$ cat config.mk
export PLATFORM = sky130hd
export DESIGN_NAME = rtws_reset_ctrl
export DESIGN_NICKNAME = d
export VERILOG_FILES = /design/src/rtws_pkg.sv /design/src/rtws_hold_timer.sv /design/src/rtws_watchdog.sv /design/src/rtws_reset_ctrl.sv
export SDC_FILE = /design/constraint.sdc
export NUM_CORES = 1
export LEC_CHECK = 0
export BUFFER_PORTS_ARGS = -buffer_cell sky130_fd_sc_hd__buf_2
export CAP_MARGIN = 5
export CORE_MARGIN = 2
export CORE_UTILIZATION = 61
export CTS_CLUSTER_DIAMETER = 100
export DETAILED_ROUTE_END_ITERATION = 6
export GPL_TIMING_DRIVEN = 0
export PLACE_DENSITY_LB_ADDON = 0.05
export SETUP_SLACK_MARGIN = 0.4
export SLEW_MARGIN = 20
export SYNTH_ARGS = -nofsm -noshare
export SYNTH_HDL_FRONTEND = slang
export SYNTH_SLANG_ARGS = --single-unit
$ cat constraint.sdc
create_clock -name sys_clk -period 5.9 [get_ports sys_clk]
set_clock_uncertainty 0.15 [all_clocks]
set_input_delay 0.885 -clock sys_clk [delete_from_list [all_inputs] [get_ports sys_clk]]
set_output_delay 0.885 -clock sys_clk [all_outputs]
set_load 0.02 [all_outputs]
$ cat src/rtws_pkg.sv
// Shared constants and types for the reset timer, watchdog and sleep block.
package rtws_pkg;

  // Both RC oscillators are nominally 1 MHz, one tick per microsecond.
  localparam int RC_PERIOD_NS = 1000;

  // Hold-off after reset, in its own unit and in RC ticks.
  localparam int HOLD_TIME_MS = 18;
  localparam int HOLD_TICKS   = HOLD_TIME_MS * 1000000 / RC_PERIOD_NS;

  // Watchdog base period without prescaling.
  localparam int WDT_TIME_MS  = 18;
  localparam int WDT_TICKS    = WDT_TIME_MS * 1000000 / RC_PERIOD_NS;

  // Prescaler reaches 1:128, so seven stages.
  localparam int PRESC_BITS   = 7;

  // Register offsets on the plain register port.
  localparam logic [3:0] REG_OPTION = 4'h0;
  localparam logic [3:0] REG_STATUS = 4'h1;

  // Option register layout and reset value.
  localparam int OPT_WIDTH        = 6;
  localparam int OPT_CLK_SRC_BIT  = 5;
  localparam int OPT_EDGE_BIT     = 4;
  localparam int OPT_ASSIGN_BIT   = 3;
  localparam int OPT_RATE_LSB     = 0;
  localparam logic [5:0] OPTION_RESET = 6'h3f;

  // Flag positions in the status byte.
  localparam int STATUS_EXPIRY_BIT = 4;
  localparam int STATUS_SLEEP_BIT  = 3;

  typedef struct packed {
    logic       timer_clock_source_sel;
    logic       timer_edge_sel;
    logic       prescaler_assign;
    logic [2:0] prescaler_rate;
  } rtws_option_t;

  typedef struct packed {
    logic       wr;
    logic       rd;
    logic [3:0] addr;
    logic [7:0] wdata;
  } rtws_bus_req_t;

  typedef enum logic [1:0] {
    ST_RUN   = 2'b00,
    ST_SLEEP = 2'b01,
    ST_HOLD  = 2'b10
  } rtws_state_t;

endpackage : rtws_pkg

$ cat src/rtws_hold_timer.sv
// Reset hold-off timer counting ticks of its own RC oscillator.
`timescale 1ns/1ps
module rtws_hold_timer #(
  parameter int TICKS = rtws_pkg::HOLD_TICKS
) (
  input  wire logic sys_clk,
  input  wire logic rst,
  input  wire logic restart,
  input  wire logic run,
  input  wire logic tick,
  output logic      active
);

  localparam int CW = $clog2(TICKS + 1);
  localparam logic [CW-1:0] LAST = CW'(TICKS - 1);

  logic [CW-1:0] count;
  wire           step = active & run & tick & ~restart;
  wire           last = (count == LAST);

  // Power-up leaves the timer cleared and armed.
  always_ff @(posedge sys_clk or posedge rst) begin
    if (rst) begin
      count  <= '0;
      active <= 1'b1;
    end else if (restart) begin
      count  <= '0;
      active <= 1'b1;
    end else if (step) begin
      count  <= last ? '0 : count + CW'(1);
      active <= ~last;
    end
  end

  // Apart from a restart, only an RC tick moves the count, never the system clock alone.
  a_count_on_tick: assert property (@(posedge sys_clk) disable iff (rst)
    !tick && !restart |=> $stable(count))
    else $error("hold count moved without an RC tick");

  // Counting waits for the pin to read high; a low pin keeps it armed at 0.
  a_wait_pin_high: assert property (@(posedge sys_clk) disable iff (rst)
    !run |=> count == '0 && active)
    else $error("hold timer advanced while pin low");

endmodule : rtws_hold_timer

$ cat src/rtws_watchdog.sv
// Watchdog counter with the shared prescaler in front of it.
`timescale 1ns/1ps
module rtws_watchdog #(
  parameter int BASE_TICKS = rtws_pkg::WDT_TICKS
) (
  input  wire logic       sys_clk,
  input  wire logic       rst,
  input  wire logic       enable,
  input  wire logic       clear,
  input  wire logic       tick,
  input  wire logic       presc_assign,
  input  wire logic [2:0] rate,
  output logic            expire
);

  localparam int CW = $clog2(BASE_TICKS + 1);
  localparam int PW = rtws_pkg::PRESC_BITS;
  localparam logic [CW-1:0] LAST = CW'(BASE_TICKS - 1);

  logic [CW-1:0] count;
  logic [PW-1:0] presc;

  // Rate 0 divides by one, rate 7 by 128.
  wire [PW-1:0] presc_top = {PW{1'b1}} >> (3'd7 - rate);
  wire          presc_hit = ~presc_assign | (presc == presc_top);
  wire          base_hit  = (count == LAST);

  always_ff @(posedge sys_clk or posedge rst) begin
    if (rst) begin
      count  <= '0;
      presc  <= '0;
      expire <= 1'b0;
    end else if (clear || !enable) begin
      // A disabled watchdog never expires.
      count  <= '0;
      presc  <= '0;
      expire <= 1'b0;
    end else if (tick) begin
      presc  <= presc_hit ? '0 : presc + PW'(1);
      count  <= presc_hit ? (base_hit ? '0 : count + CW'(1)) : count;
      expire <= presc_hit & base_hit;
    end else begin
      expire <= 1'b0;
    end
  end

  a_clear_zeroes: assert property (@(posedge sys_clk) disable iff (rst)
    clear |=> count == '0 && presc == '0 && !expire)
    else $error("watchdog not zeroed by clear");

  a_fuse_blocks: assert property (@(posedge sys_clk) disable iff (rst)
    !enable |=> !expire)
    else $error("watchdog expired while disabled");

endmodule : rtws_watchdog

$ cat src/rtws_reset_ctrl.sv
// Reset hold, watchdog and sleep control with reset-cause flags.
//
// How it works
// - Hold-off after a trigger lasts a fixed nominal 18 ms.
// - The core stays in reset and runs nothing while hold-off counts.
// - Hold-off counts ticks of its own RC oscillator.
// - Hold-off starts counting only once the clear pin reads high.
// - Watchdog expiry restarts the full hold-off.
// - Watchdog runs on its own RC ticks, also during sleep.
// - Expiry fully resets the device, running or asleep.
// - Enable fuse at zero disables the watchdog for good.
// - Base period 18 ms, prescaler stretches it up to 1:128.
// - Clear instruction zeroes watchdog and assigned prescaler.
// - Sleep instruction zeroes watchdog and assigned prescaler.
// - Option holds six bits, reset to all ones, upper bits zero.
// - Flag pair encodes power-up, pin wake, expiry, expiry wake.
// - A pin reset while running leaves both flags unchanged.
// - Only power-up, expiry, sleep and clear instruction change flags.
// - Expiry and sleep act whatever the current flag values.
// - Sleep stops the oscillator driver and freezes the I/O pins.
// - Watchdog reset is internal and never drives the clear pin.
// - Only a low pin or an enabled expiry ends sleep, by reset.
// - Waking from sleep clears the watchdog.
// - Verification readout is allowed only while unprotected.
// - Power-up sets the reset latch; hold-off expiry releases it.
`timescale 1ns/1ps
module rtws_reset_ctrl #(
  parameter int HOLD_TICKS = rtws_pkg::HOLD_TICKS,
  parameter int WDT_TICKS  = rtws_pkg::WDT_TICKS
) (
  input  wire logic                   sys_clk,
  input  wire logic                   rst,
  input  wire rtws_pkg::rtws_bus_req_t bus,
  output logic [7:0]                  rdata,
  input  wire logic                   drt_osc_tick,
  input  wire logic                   wdt_osc_tick,
  input  wire logic                   master_clear_pin_n,
  input  wire logic                   watchdog_enable_fuse,
  input  wire logic                   code_protect_fuse,
  input  wire logic                   watchdog_clear_instr,
  input  wire logic                   sleep_instr,
  output logic                        core_reset,
  output logic                        osc_driver_en,
  output logic                        io_hold,
  output logic                        expiry_flag_n,
  output logic                        sleep_entered_flag_n,
  output logic                        verify_read_en,
  output rtws_pkg::rtws_option_t      option
);

  function automatic logic hits(input logic [3:0] a,
                                input logic [3:0] r);
    hits = (a == r);
  endfunction : hits

  rtws_pkg::rtws_state_t state;
  rtws_pkg::rtws_state_t next_state;
  logic                  drt_active;
  logic                  wdt_expire;
  logic [7:0]            status_byte;

  // Instructions count only while the core really runs; an expiry in the
  // same cycle wins because the device is about to be reset anyway.
  wire in_run     = (state == rtws_pkg::ST_RUN);
  wire in_sleep   = (state == rtws_pkg::ST_SLEEP);
  wire in_hold    = (state == rtws_pkg::ST_HOLD);
  wire instr_ok   = in_run & master_clear_pin_n & ~wdt_expire;
  wire clr_take   = instr_ok & watchdog_clear_instr;
  wire sleep_take = instr_ok & sleep_instr & ~watchdog_clear_instr;
  wire pin_low    = ~master_clear_pin_n;
  wire wake       = in_sleep & (pin_low | wdt_expire);

  // Both a low pin and an expiry rearm the hold-off.
  wire drt_restart = pin_low | wdt_expire;

  // The watchdog is cleared by its instruction, by sleep, on wake and
  // while the core is held, so it cannot fire twice for one reset.
  wire wdt_clear = clr_take | sleep_take | wake | in_hold;

  wire wr_option = bus.wr & hits(bus.addr, rtws_pkg::REG_OPTION) & ~in_hold;
  wire rd_status = bus.rd & hits(bus.addr, rtws_pkg::REG_STATUS);

  rtws_hold_timer #(
    .TICKS   (HOLD_TICKS)
  ) u_hold (
    .sys_clk (sys_clk),
    .rst     (rst),
    .restart (drt_restart),
    .run     (master_clear_pin_n),
    .tick    (drt_osc_tick),
    .active  (drt_active)
  );

  rtws_watchdog #(
    .BASE_TICKS   (WDT_TICKS)
  ) u_wdt (
    .sys_clk      (sys_clk),
    .rst          (rst),
    .enable       (watchdog_enable_fuse),
    .clear        (wdt_clear),
    .tick         (wdt_osc_tick),
    .presc_assign (option.prescaler_assign),
    .rate         (option.prescaler_rate),
    .expire       (wdt_expire)
  );

  // Pin and expiry resets take the same path in every state, so a wake
  // from sleep is a full reset and never a resume.
  always_comb begin
    next_state = state;
    if (pin_low || wdt_expire) begin
      next_state = rtws_pkg::ST_HOLD;
    end else begin
      unique case (state)
        rtws_pkg::ST_RUN: begin
          if (sleep_take) begin
            next_state = rtws_pkg::ST_SLEEP;
          end
        end
        rtws_pkg::ST_SLEEP: begin
          next_state = rtws_pkg::ST_SLEEP;
        end
        rtws_pkg::ST_HOLD: begin
          if (!drt_active) begin
            next_state = rtws_pkg::ST_RUN;
          end
        end
        default: begin
          next_state = rtws_pkg::ST_HOLD;
        end
      endcase
    end
  end

  // Power-up starts in the held state with the reset latch set.
  always_ff @(posedge sys_clk or posedge rst) begin
    if (rst) begin
      state      <= rtws_pkg::ST_HOLD;
      core_reset <= 1'b1;
    end else begin
      state      <= next_state;
      core_reset <= (next_state == rtws_pkg::ST_HOLD);
    end
  end

  // Sleep turns the oscillator driver off and freezes the pins.
  always_ff @(posedge sys_clk or posedge rst) begin
    if (rst) begin
      osc_driver_en <= 1'b1;
      io_hold       <= 1'b0;
    end else begin
      osc_driver_en <= (next_state != rtws_pkg::ST_SLEEP);
      io_hold       <= (next_state == rtws_pkg::ST_SLEEP);
    end
  end

  // A low pin alone never touches the flags; only the four events do.
  always_ff @(posedge sys_clk or posedge rst) begin
    if (rst) begin
      expiry_flag_n        <= 1'b1;
      sleep_entered_flag_n <= 1'b1;
    end else if (wdt_expire) begin
      expiry_flag_n        <= 1'b0;
    end else if (sleep_take) begin
      expiry_flag_n        <= 1'b1;
      sleep_entered_flag_n <= 1'b0;
    end else if (clr_take) begin
      expiry_flag_n        <= 1'b1;
      sleep_entered_flag_n <= 1'b1;
    end
  end

  // Every device reset returns the option bits to all ones.
  always_ff @(posedge sys_clk or posedge rst) begin
    if (rst) begin
      option <= rtws_pkg::OPTION_RESET;
    end else if (in_hold) begin
      option <= rtws_pkg::OPTION_RESET;
    end else if (wr_option) begin
      option <= rtws_pkg::rtws_option_t'(bus.wdata[rtws_pkg::OPT_WIDTH-1:0]);
    end
  end

  always_comb begin
    status_byte = 8'h00;
    status_byte[rtws_pkg::STATUS_EXPIRY_BIT] = expiry_flag_n;
    status_byte[rtws_pkg::STATUS_SLEEP_BIT]  = sleep_entered_flag_n;
  end

  // The option register is write-only; it and unmapped offsets read zero.
  always_ff @(posedge sys_clk or posedge rst) begin
    if (rst) begin
      rdata <= 8'h00;
    end else begin
      rdata <= rd_status ? status_byte : 8'h00;
    end
  end

  // Readout tracks the protect fuse; a programmed fuse reads zero.
  always_ff @(posedge sys_clk or posedge rst) begin
    if (rst) begin
      verify_read_en <= 1'b0;
    end else begin
      verify_read_en <= code_protect_fuse;
    end
  end

  // The clear pin is an input only; no path here can pull it low.

  a_hold_while_drt: assert property (@(posedge sys_clk) disable iff (rst)
    drt_active |=> core_reset)
    else $error("core released while hold-off active");

  a_release_on_done: assert property (@(posedge sys_clk) disable iff (rst)
    $fell(core_reset) |-> !$past(drt_active) &&
      $past(master_clear_pin_n))
    else $error("reset released without hold-off expiry");

  a_expiry_restart: assert property (@(posedge sys_clk) disable iff (rst)
    wdt_expire |=> drt_active && core_reset)
    else $error("expiry did not restart hold-off");

  a_expiry_to_flag: assert property (@(posedge sys_clk) disable iff (rst)
    wdt_expire |=> !expiry_flag_n &&
      sleep_entered_flag_n == $past(sleep_entered_flag_n))
    else $error("expiry flag update wrong");

  a_sleep_flags: assert property (@(posedge sys_clk) disable iff (rst)
    sleep_take |=> expiry_flag_n && !sleep_entered_flag_n &&
      io_hold && !osc_driver_en)
    else $error("sleep entry flags or pins wrong");

  a_clear_flags: assert property (@(posedge sys_clk) disable iff (rst)
    clr_take |=> expiry_flag_n && sleep_entered_flag_n)
    else $error("clear instruction did not set both flags");

  a_pin_keeps_flags: assert property (@(posedge sys_clk) disable iff (rst)
    pin_low && !wdt_expire |=> $stable(expiry_flag_n) &&
      $stable(sleep_entered_flag_n))
    else $error("pin reset changed a flag");

  a_sleep_exit_only: assert property (@(posedge sys_clk) disable iff (rst)
    in_sleep && master_clear_pin_n && !wdt_expire |=> in_sleep)
    else $error("sleep ended without a wake source");

  a_wake_resets: assert property (@(posedge sys_clk) disable iff (rst)
    wake |=> in_hold ##1 core_reset)
    else $error("wake did not reset the core");

  a_option_reset: assert property (@(posedge sys_clk) disable iff (rst)
    in_hold |=> option == rtws_pkg::OPTION_RESET)
    else $error("option not reset during hold");

  a_verify_gate: assert property (@(posedge sys_clk) disable iff (rst)
    !code_protect_fuse |=> !verify_read_en)
    else $error("readout open while protected");

  a_read_status: assert property (@(posedge sys_clk) disable iff (rst)
    rd_status |=> rdata == $past(status_byte))
    else $error("status read data wrong");

  // The first four checks below tie the registered outputs back to the state.
  // They are cheap and catch a stale output after an odd state change.
  a_osc_off_sleep: assert property (@(posedge sys_clk) disable iff (rst)
    in_sleep |-> !osc_driver_en && io_hold)
    else $error("oscillator or pins wrong in sleep");

  a_osc_on_run: assert property (@(posedge sys_clk) disable iff (rst)
    in_run |-> osc_driver_en && !io_hold)
    else $error("oscillator or pins wrong while running");

  a_hold_is_reset: assert property (@(posedge sys_clk) disable iff (rst)
    in_hold |-> core_reset)
    else $error("core free while in hold state");

  a_drt_in_hold: assert property (@(posedge sys_clk) disable iff (rst)
    drt_active |-> in_hold)
    else $error("hold-off active outside hold state");

  a_pin_low_holds: assert property (@(posedge sys_clk) disable iff (rst)
    pin_low |=> core_reset && drt_active)
    else $error("low pin did not hold the core");

  a_rdata_idle: assert property (@(posedge sys_clk) disable iff (rst)
    !rd_status |=> rdata == 8'h00)
    else $error("read data not zero without status read");

  a_verify_open: assert property (@(posedge sys_clk) disable iff (rst)
    code_protect_fuse |=> verify_read_en)
    else $error("readout closed while unprotected");

  a_sleep_keeps_flags: assert property (@(posedge sys_clk) disable iff (rst)
    in_sleep && !wdt_expire |=> $stable(expiry_flag_n) &&
      $stable(sleep_entered_flag_n))
    else $error("flag changed during sleep");

  a_hold_keeps_flags: assert property (@(posedge sys_clk) disable iff (rst)
    in_hold && !wdt_expire |=> $stable(expiry_flag_n) &&
      $stable(sleep_entered_flag_n))
    else $error("flag changed during hold");

  a_sleep_entry: assert property (@(posedge sys_clk) disable iff (rst)
    sleep_take |=> in_sleep)
    else $error("sleep instruction did not enter sleep");

  a_clear_keeps_run: assert property (@(posedge sys_clk) disable iff (rst)
    clr_take |=> in_run)
    else $error("clear instruction left the run state");

  a_write_option: assert property (@(posedge sys_clk) disable iff (rst)
    wr_option |=> option ==
      rtws_pkg::rtws_option_t'($past(bus.wdata[5:0])))
    else $error("option write did not land");

  a_expiry_wake_flags: assert property (@(posedge sys_clk) disable iff (rst)
    wake && wdt_expire |=> !expiry_flag_n &&
      !sleep_entered_flag_n)
    else $error("expiry wake flags wrong");

  a_pin_wake_flags: assert property (@(posedge sys_clk) disable iff (rst)
    wake && !wdt_expire |=> expiry_flag_n &&
      !sleep_entered_flag_n)
    else $error("pin wake flags wrong");

  a_rdata_unused: assert property (@(posedge sys_clk) disable iff (rst)
    rdata[7:5] == 3'b000 && rdata[2:0] == 3'b000)
    else $error("unused status bits not zero");

  a_fuse_no_expire: assert property (@(posedge sys_clk) disable iff (rst)
    !watchdog_enable_fuse |=> !wdt_expire)
    else $error("expiry seen with watchdog fused off");

  a_wake_clears: assert property (@(posedge sys_clk) disable iff (rst)
    wake |=> in_hold && drt_active)
    else $error("wake did not restart the hold-off");

  a_expiry_hold: assert property (@(posedge sys_clk) disable iff (rst)
    wdt_expire |=> in_hold)
    else $error("expiry did not reset the device");

endmodule : rtws_reset_ctrl

==> impl_results.md <==
- Status: complete, no violations
- Final GP Congestion: 0.832
- Core Rows: 25
- Post-synthesis to final-layout area growth: 14.1%
- Core ar.: 0.00469 mm2
- Area of the multi-input gates: around 0.0015 mm2
- Global route hottest layer: met2
- H-tree depth: 2
- Avg WL per Cell: about 15 um
- Total number of vias: roughly 2.4k
- Clock period minus worst slack: about 2.7 ns
- Async SR Flop Fraction: 100%
- Crit end category: flip-flop
- Power per cell area: between 150 and 200 mW/mm2
- Startpoint Class: flip-flop
- Relative slew slack: 54.8%
- First-pass GRT wire length: 10,500 um
- Drc violations: 0
- CTS Buffer Depth: 2
- Global-route track usage on met1: between 30% and 40%
- RSZ-0062 raised after global routing: no
- Post-synth EDFFs: 0
- Largest net degree at the start of global routing: 23
- WP data required: a little under 6 ns
- Seq cells post-synth: 55
- Worst-path clk slew: about 0.090 ns
- Critical path type: flip-flop to flip-flop
- Post-synth top flop: dfrtp_1
- Max Cap Violations: 0
- Post-DP HPWL: approximately 4500 um
- Final net count: approximately 380
- Worst path bufs/invs: 2
- Slowest CP cell: dfstp_2
- Die Ht: 73.6 um
- Syn_area_per_cell: between 9 and 10 um2
- Max-slew violation count: 0
- Initial antenna violation count: 0
- CP max FO: 10
- Reg area: roughly 0.0014 mm2
- Post-Syn Area: 0.00296 mm2
- Setup TNS: 0 ns
- GRT Total Usage: about a quarter
- DRT iter0 DRCs: 129
- Total CTS buffers: 5
- Final antenna diode count: 0
- Mapped Cells: around 310
- Die Area: ~0.0054 mm2
- Final period util: between 40% and 50%
- GRT met3 Usage: roughly 5.1%
- YS warnings: 0
- Crit-path max cell delay: slightly below 0.6 ns
- Hold_sp: u_wdt.expire$_DFF_PP0_
- IO Count: 43
- Post-cts resize count: 0
- Met2 Use GR: 42.8%
- Post-Route WL: 6100 um
- Distinct cells, synth: 50
- Hold WS: between 0.2 and 0.3 ns
- RR Endpoint: u_wdt.count[14]$_DFFE_PP0P_
- Crit path cell chain: buf_2 > xnor2_1 > nand4_1 > a221oi_2 > a31oi_1 > or3_4 > buf_6 > o31ai_1
- Sinks on the clock net: 55
- Initial Util: between 60% and 70%
- Levels on crit path: 8
- Layout fillers: roughly 360
- Vias in the first global route: 2,370
- FMAX: 373 MHz
- Worst Hold End: expiry_flag_n$_DFFE_PP1P_
- Routed Antenna Nets: 0
- Least-Margin Pin Slew: approximately 0.68 ns
- Final setup vio count: 0
- Cell count of the worst reg-to-reg path: 8
- Hold Crit Class: flip-flop to flip-flop
- Inst Count DP: 400
- Static leakage: between 0.001 and 0.0015 uW
- DRT Pass-1 Iters: 4
- Final hold violations: 0
- Buffers added on ports: 34
- R2r startpoint: option[2]$_DFFE_PP1P_
- Share of cells above drive strength 1: approximately 22%
- Die Width: 73.6 um
- VDD IR max: approximately 0.00014 V
- Post-Layout Cell Count: a little over 400
- CP top delay family: compound AO/OA/AOI/OAI gates
- Hold Path Depth: 1
- Number of vias per cell: 5.91
- Worst EP arrival: 2.74 ns
- Skew-Pair Late Insertion Delay: ~0.30 ns
- Sequential share of the synthesized area: between 40% and 50%
- Hold_buf cts: 0
- Postcts setup bufs: 0
- TritonCTS clock tree: yes
- R2R Setup Slk: ~3.2 ns
- CTS root buffer: clkbuf_8
- Global route overflow: 0
-- routing by layer --
metal / part of all wire, % / up-vias
met3: 2.7 / 8
li1: - / 1194
met2: 52 / 29
met5: 0 / -
met1: 44 / 1181
met4: 1.3 / 0
-- cell usage after synthesis, types with 2 or more instances --
library cell / instances / share of area, %
a21oi_1: 15 / 2.5
a31oi_1: 6 / 1.3
and3_1: 11 / 2.3
and4_1: 4 / 1.2
buf_2: 5 / 0.85
buf_4: 7 / 1.8
buf_6: 2 / 0.76
clkbuf_1: 3 / 0.38
dfrtp_1: 43 / 36
dfstp_2: 12 / 11
ha_1: 3 / 1.3
inv_1: 6 / 0.76
mux2i_1: 6 / 2.0
nand2_1: 31 / 3.9
nand2b_1: 7 / 1.5
nand3_1: 15 / 2.5
nand3b_1: 2 / 0.51
nand4_1: 9 / 1.9
nor2_1: 28 / 3.6
nor2b_1: 6 / 1.3
nor3_1: 7 / 1.2
nor4b_1: 2 / 0.59
o211ai_1: 11 / 2.8
o21ai_0: 9 / 1.5
o21ai_1: 3 / 0.51
o31ai_1: 6 / 1.5
o31ai_2: 4 / 1.7
or3_1: 4 / 0.85
or4_1: 4 / 1.0
xnor2_1: 5 / 1.5
xor2_1: 10 / 3.0
-- power by group --
group          total (uW)  leakage (uW)  internal [uW]  switching (uW)
Clock                 243     0.0000524            127             116
Combinational        44.4      0.000683           17.8            26.6
Sequential            384      0.000723            382            2.68
Total                 672       0.00146            527             146
-- cells in the final DEF, fill, tap and decap left out, drive strengths merged, types with 2 or more instances in the layout --
| cell | instances |
|---|---|
| buf | 50 |
| dfrtp | 43 |
| nand2 | 31 |
| nor2 | 29 |
| a21oi | 15 |
| nand3 | 15 |
| dfstp | 12 |
| o21ai | 12 |
| and3 | 11 |
| o211ai | 11 |
| xor2 | 10 |
| o31ai | 10 |
| clkbuf | 10 |
| nand4 | 9 |
| nand2b | 7 |
| nor3 | 7 |
| a31oi | 6 |
| nor2b | 6 |
| mux2i | 6 |
| conb | 6 |
| inv | 6 |
| xnor2 | 5 |
| or3 | 5 |
| or4 | 4 |
| and4 | 4 |
| ha | 3 |
| nand3b | 2 |
| nor4b | 2 |
-- per-stage QoR --
| stage | util, % | setup slack [ns] | power (uW) | area, um2 |
|---|---|---|---|---|
| floorplan | - | 3.36 | 417 | 2980 |
| finish | 71.9 | 3.22 | 672 | 3370 |
| global route | 71.9 | 3.05 | 697 | 3370 |
| detailed placement | 69.7 | 2.91 | 436 | 3270 |
| CTS | 71.9 | 3.19 | 679 | 3370 |
| global placement | 68.5 | 2.90 | 431 | 3210 |
-- sequential cells by signal (all words and copies together), names as in the netlist --
| name | count |
|---|---|
| core_reset | 1 |
| verify_read_en | 1 |
| rdata | 2 |
| osc_driver_en | 1 |
| state | 2 |
| expiry_flag_n | 1 |
| option | 6 |
| u_wdt.expire | 1 |
| u_wdt.count | 15 |
| u_hold.count | 15 |
| io_hold | 1 |
| sleep_entered_flag_n | 1 |
| u_hold.active | 1 |
| u_wdt.presc | 7 |
-- cells by family after synthesis --
family | share of synthesized area [%]
compound gates | 15.4
flops | 47.1
fa+ha+maj | 1.27
xor+xnor | 4.44
other cells | 0.127
simple gates | 24.8
mux | 2.41
buf+inv | 4.53
-- worst max path at each step --
stage	endpoint	startpoint	slack [ns]
after detailed placement	u_wdt.count[14]$_DFFE_PP0P_	sleep_instr	2.91
after global placement	u_wdt.count[6]$_DFFE_PP0P_	rst	2.90
final	u_wdt.count[14]$_DFFE_PP0P_	option[2]$_DFFE_PP1P_	3.22
after global routing	u_wdt.count[14]$_DFFE_PP0P_	option[2]$_DFFE_PP1P_	3.05
after floorplan	u_wdt.count[14]$_DFFE_PP0P_	sleep_instr	3.36
after CTS	u_wdt.count[14]$_DFFE_PP0P_	option[2]$_DFFE_PP1P_	3.19
-- area by class of cell --
| class | instances | area share (%) |
|---|---|---|
| Inverter | 6 | 0.667 |
| Clock inverter | 1 | 0.890 |
| Buffer | 17 | 3.30 |
| Tap cell | 54 | 2.00 |
| Sequential cell | 55 | 41.2 |
| Clock buffer | 7 | 2.26 |
| Multi-Input combinational cell | 232 | 43.0 |
| Timing Repair Buffer | 36 | 6.67 |
(Power assumes the default switching activity.)
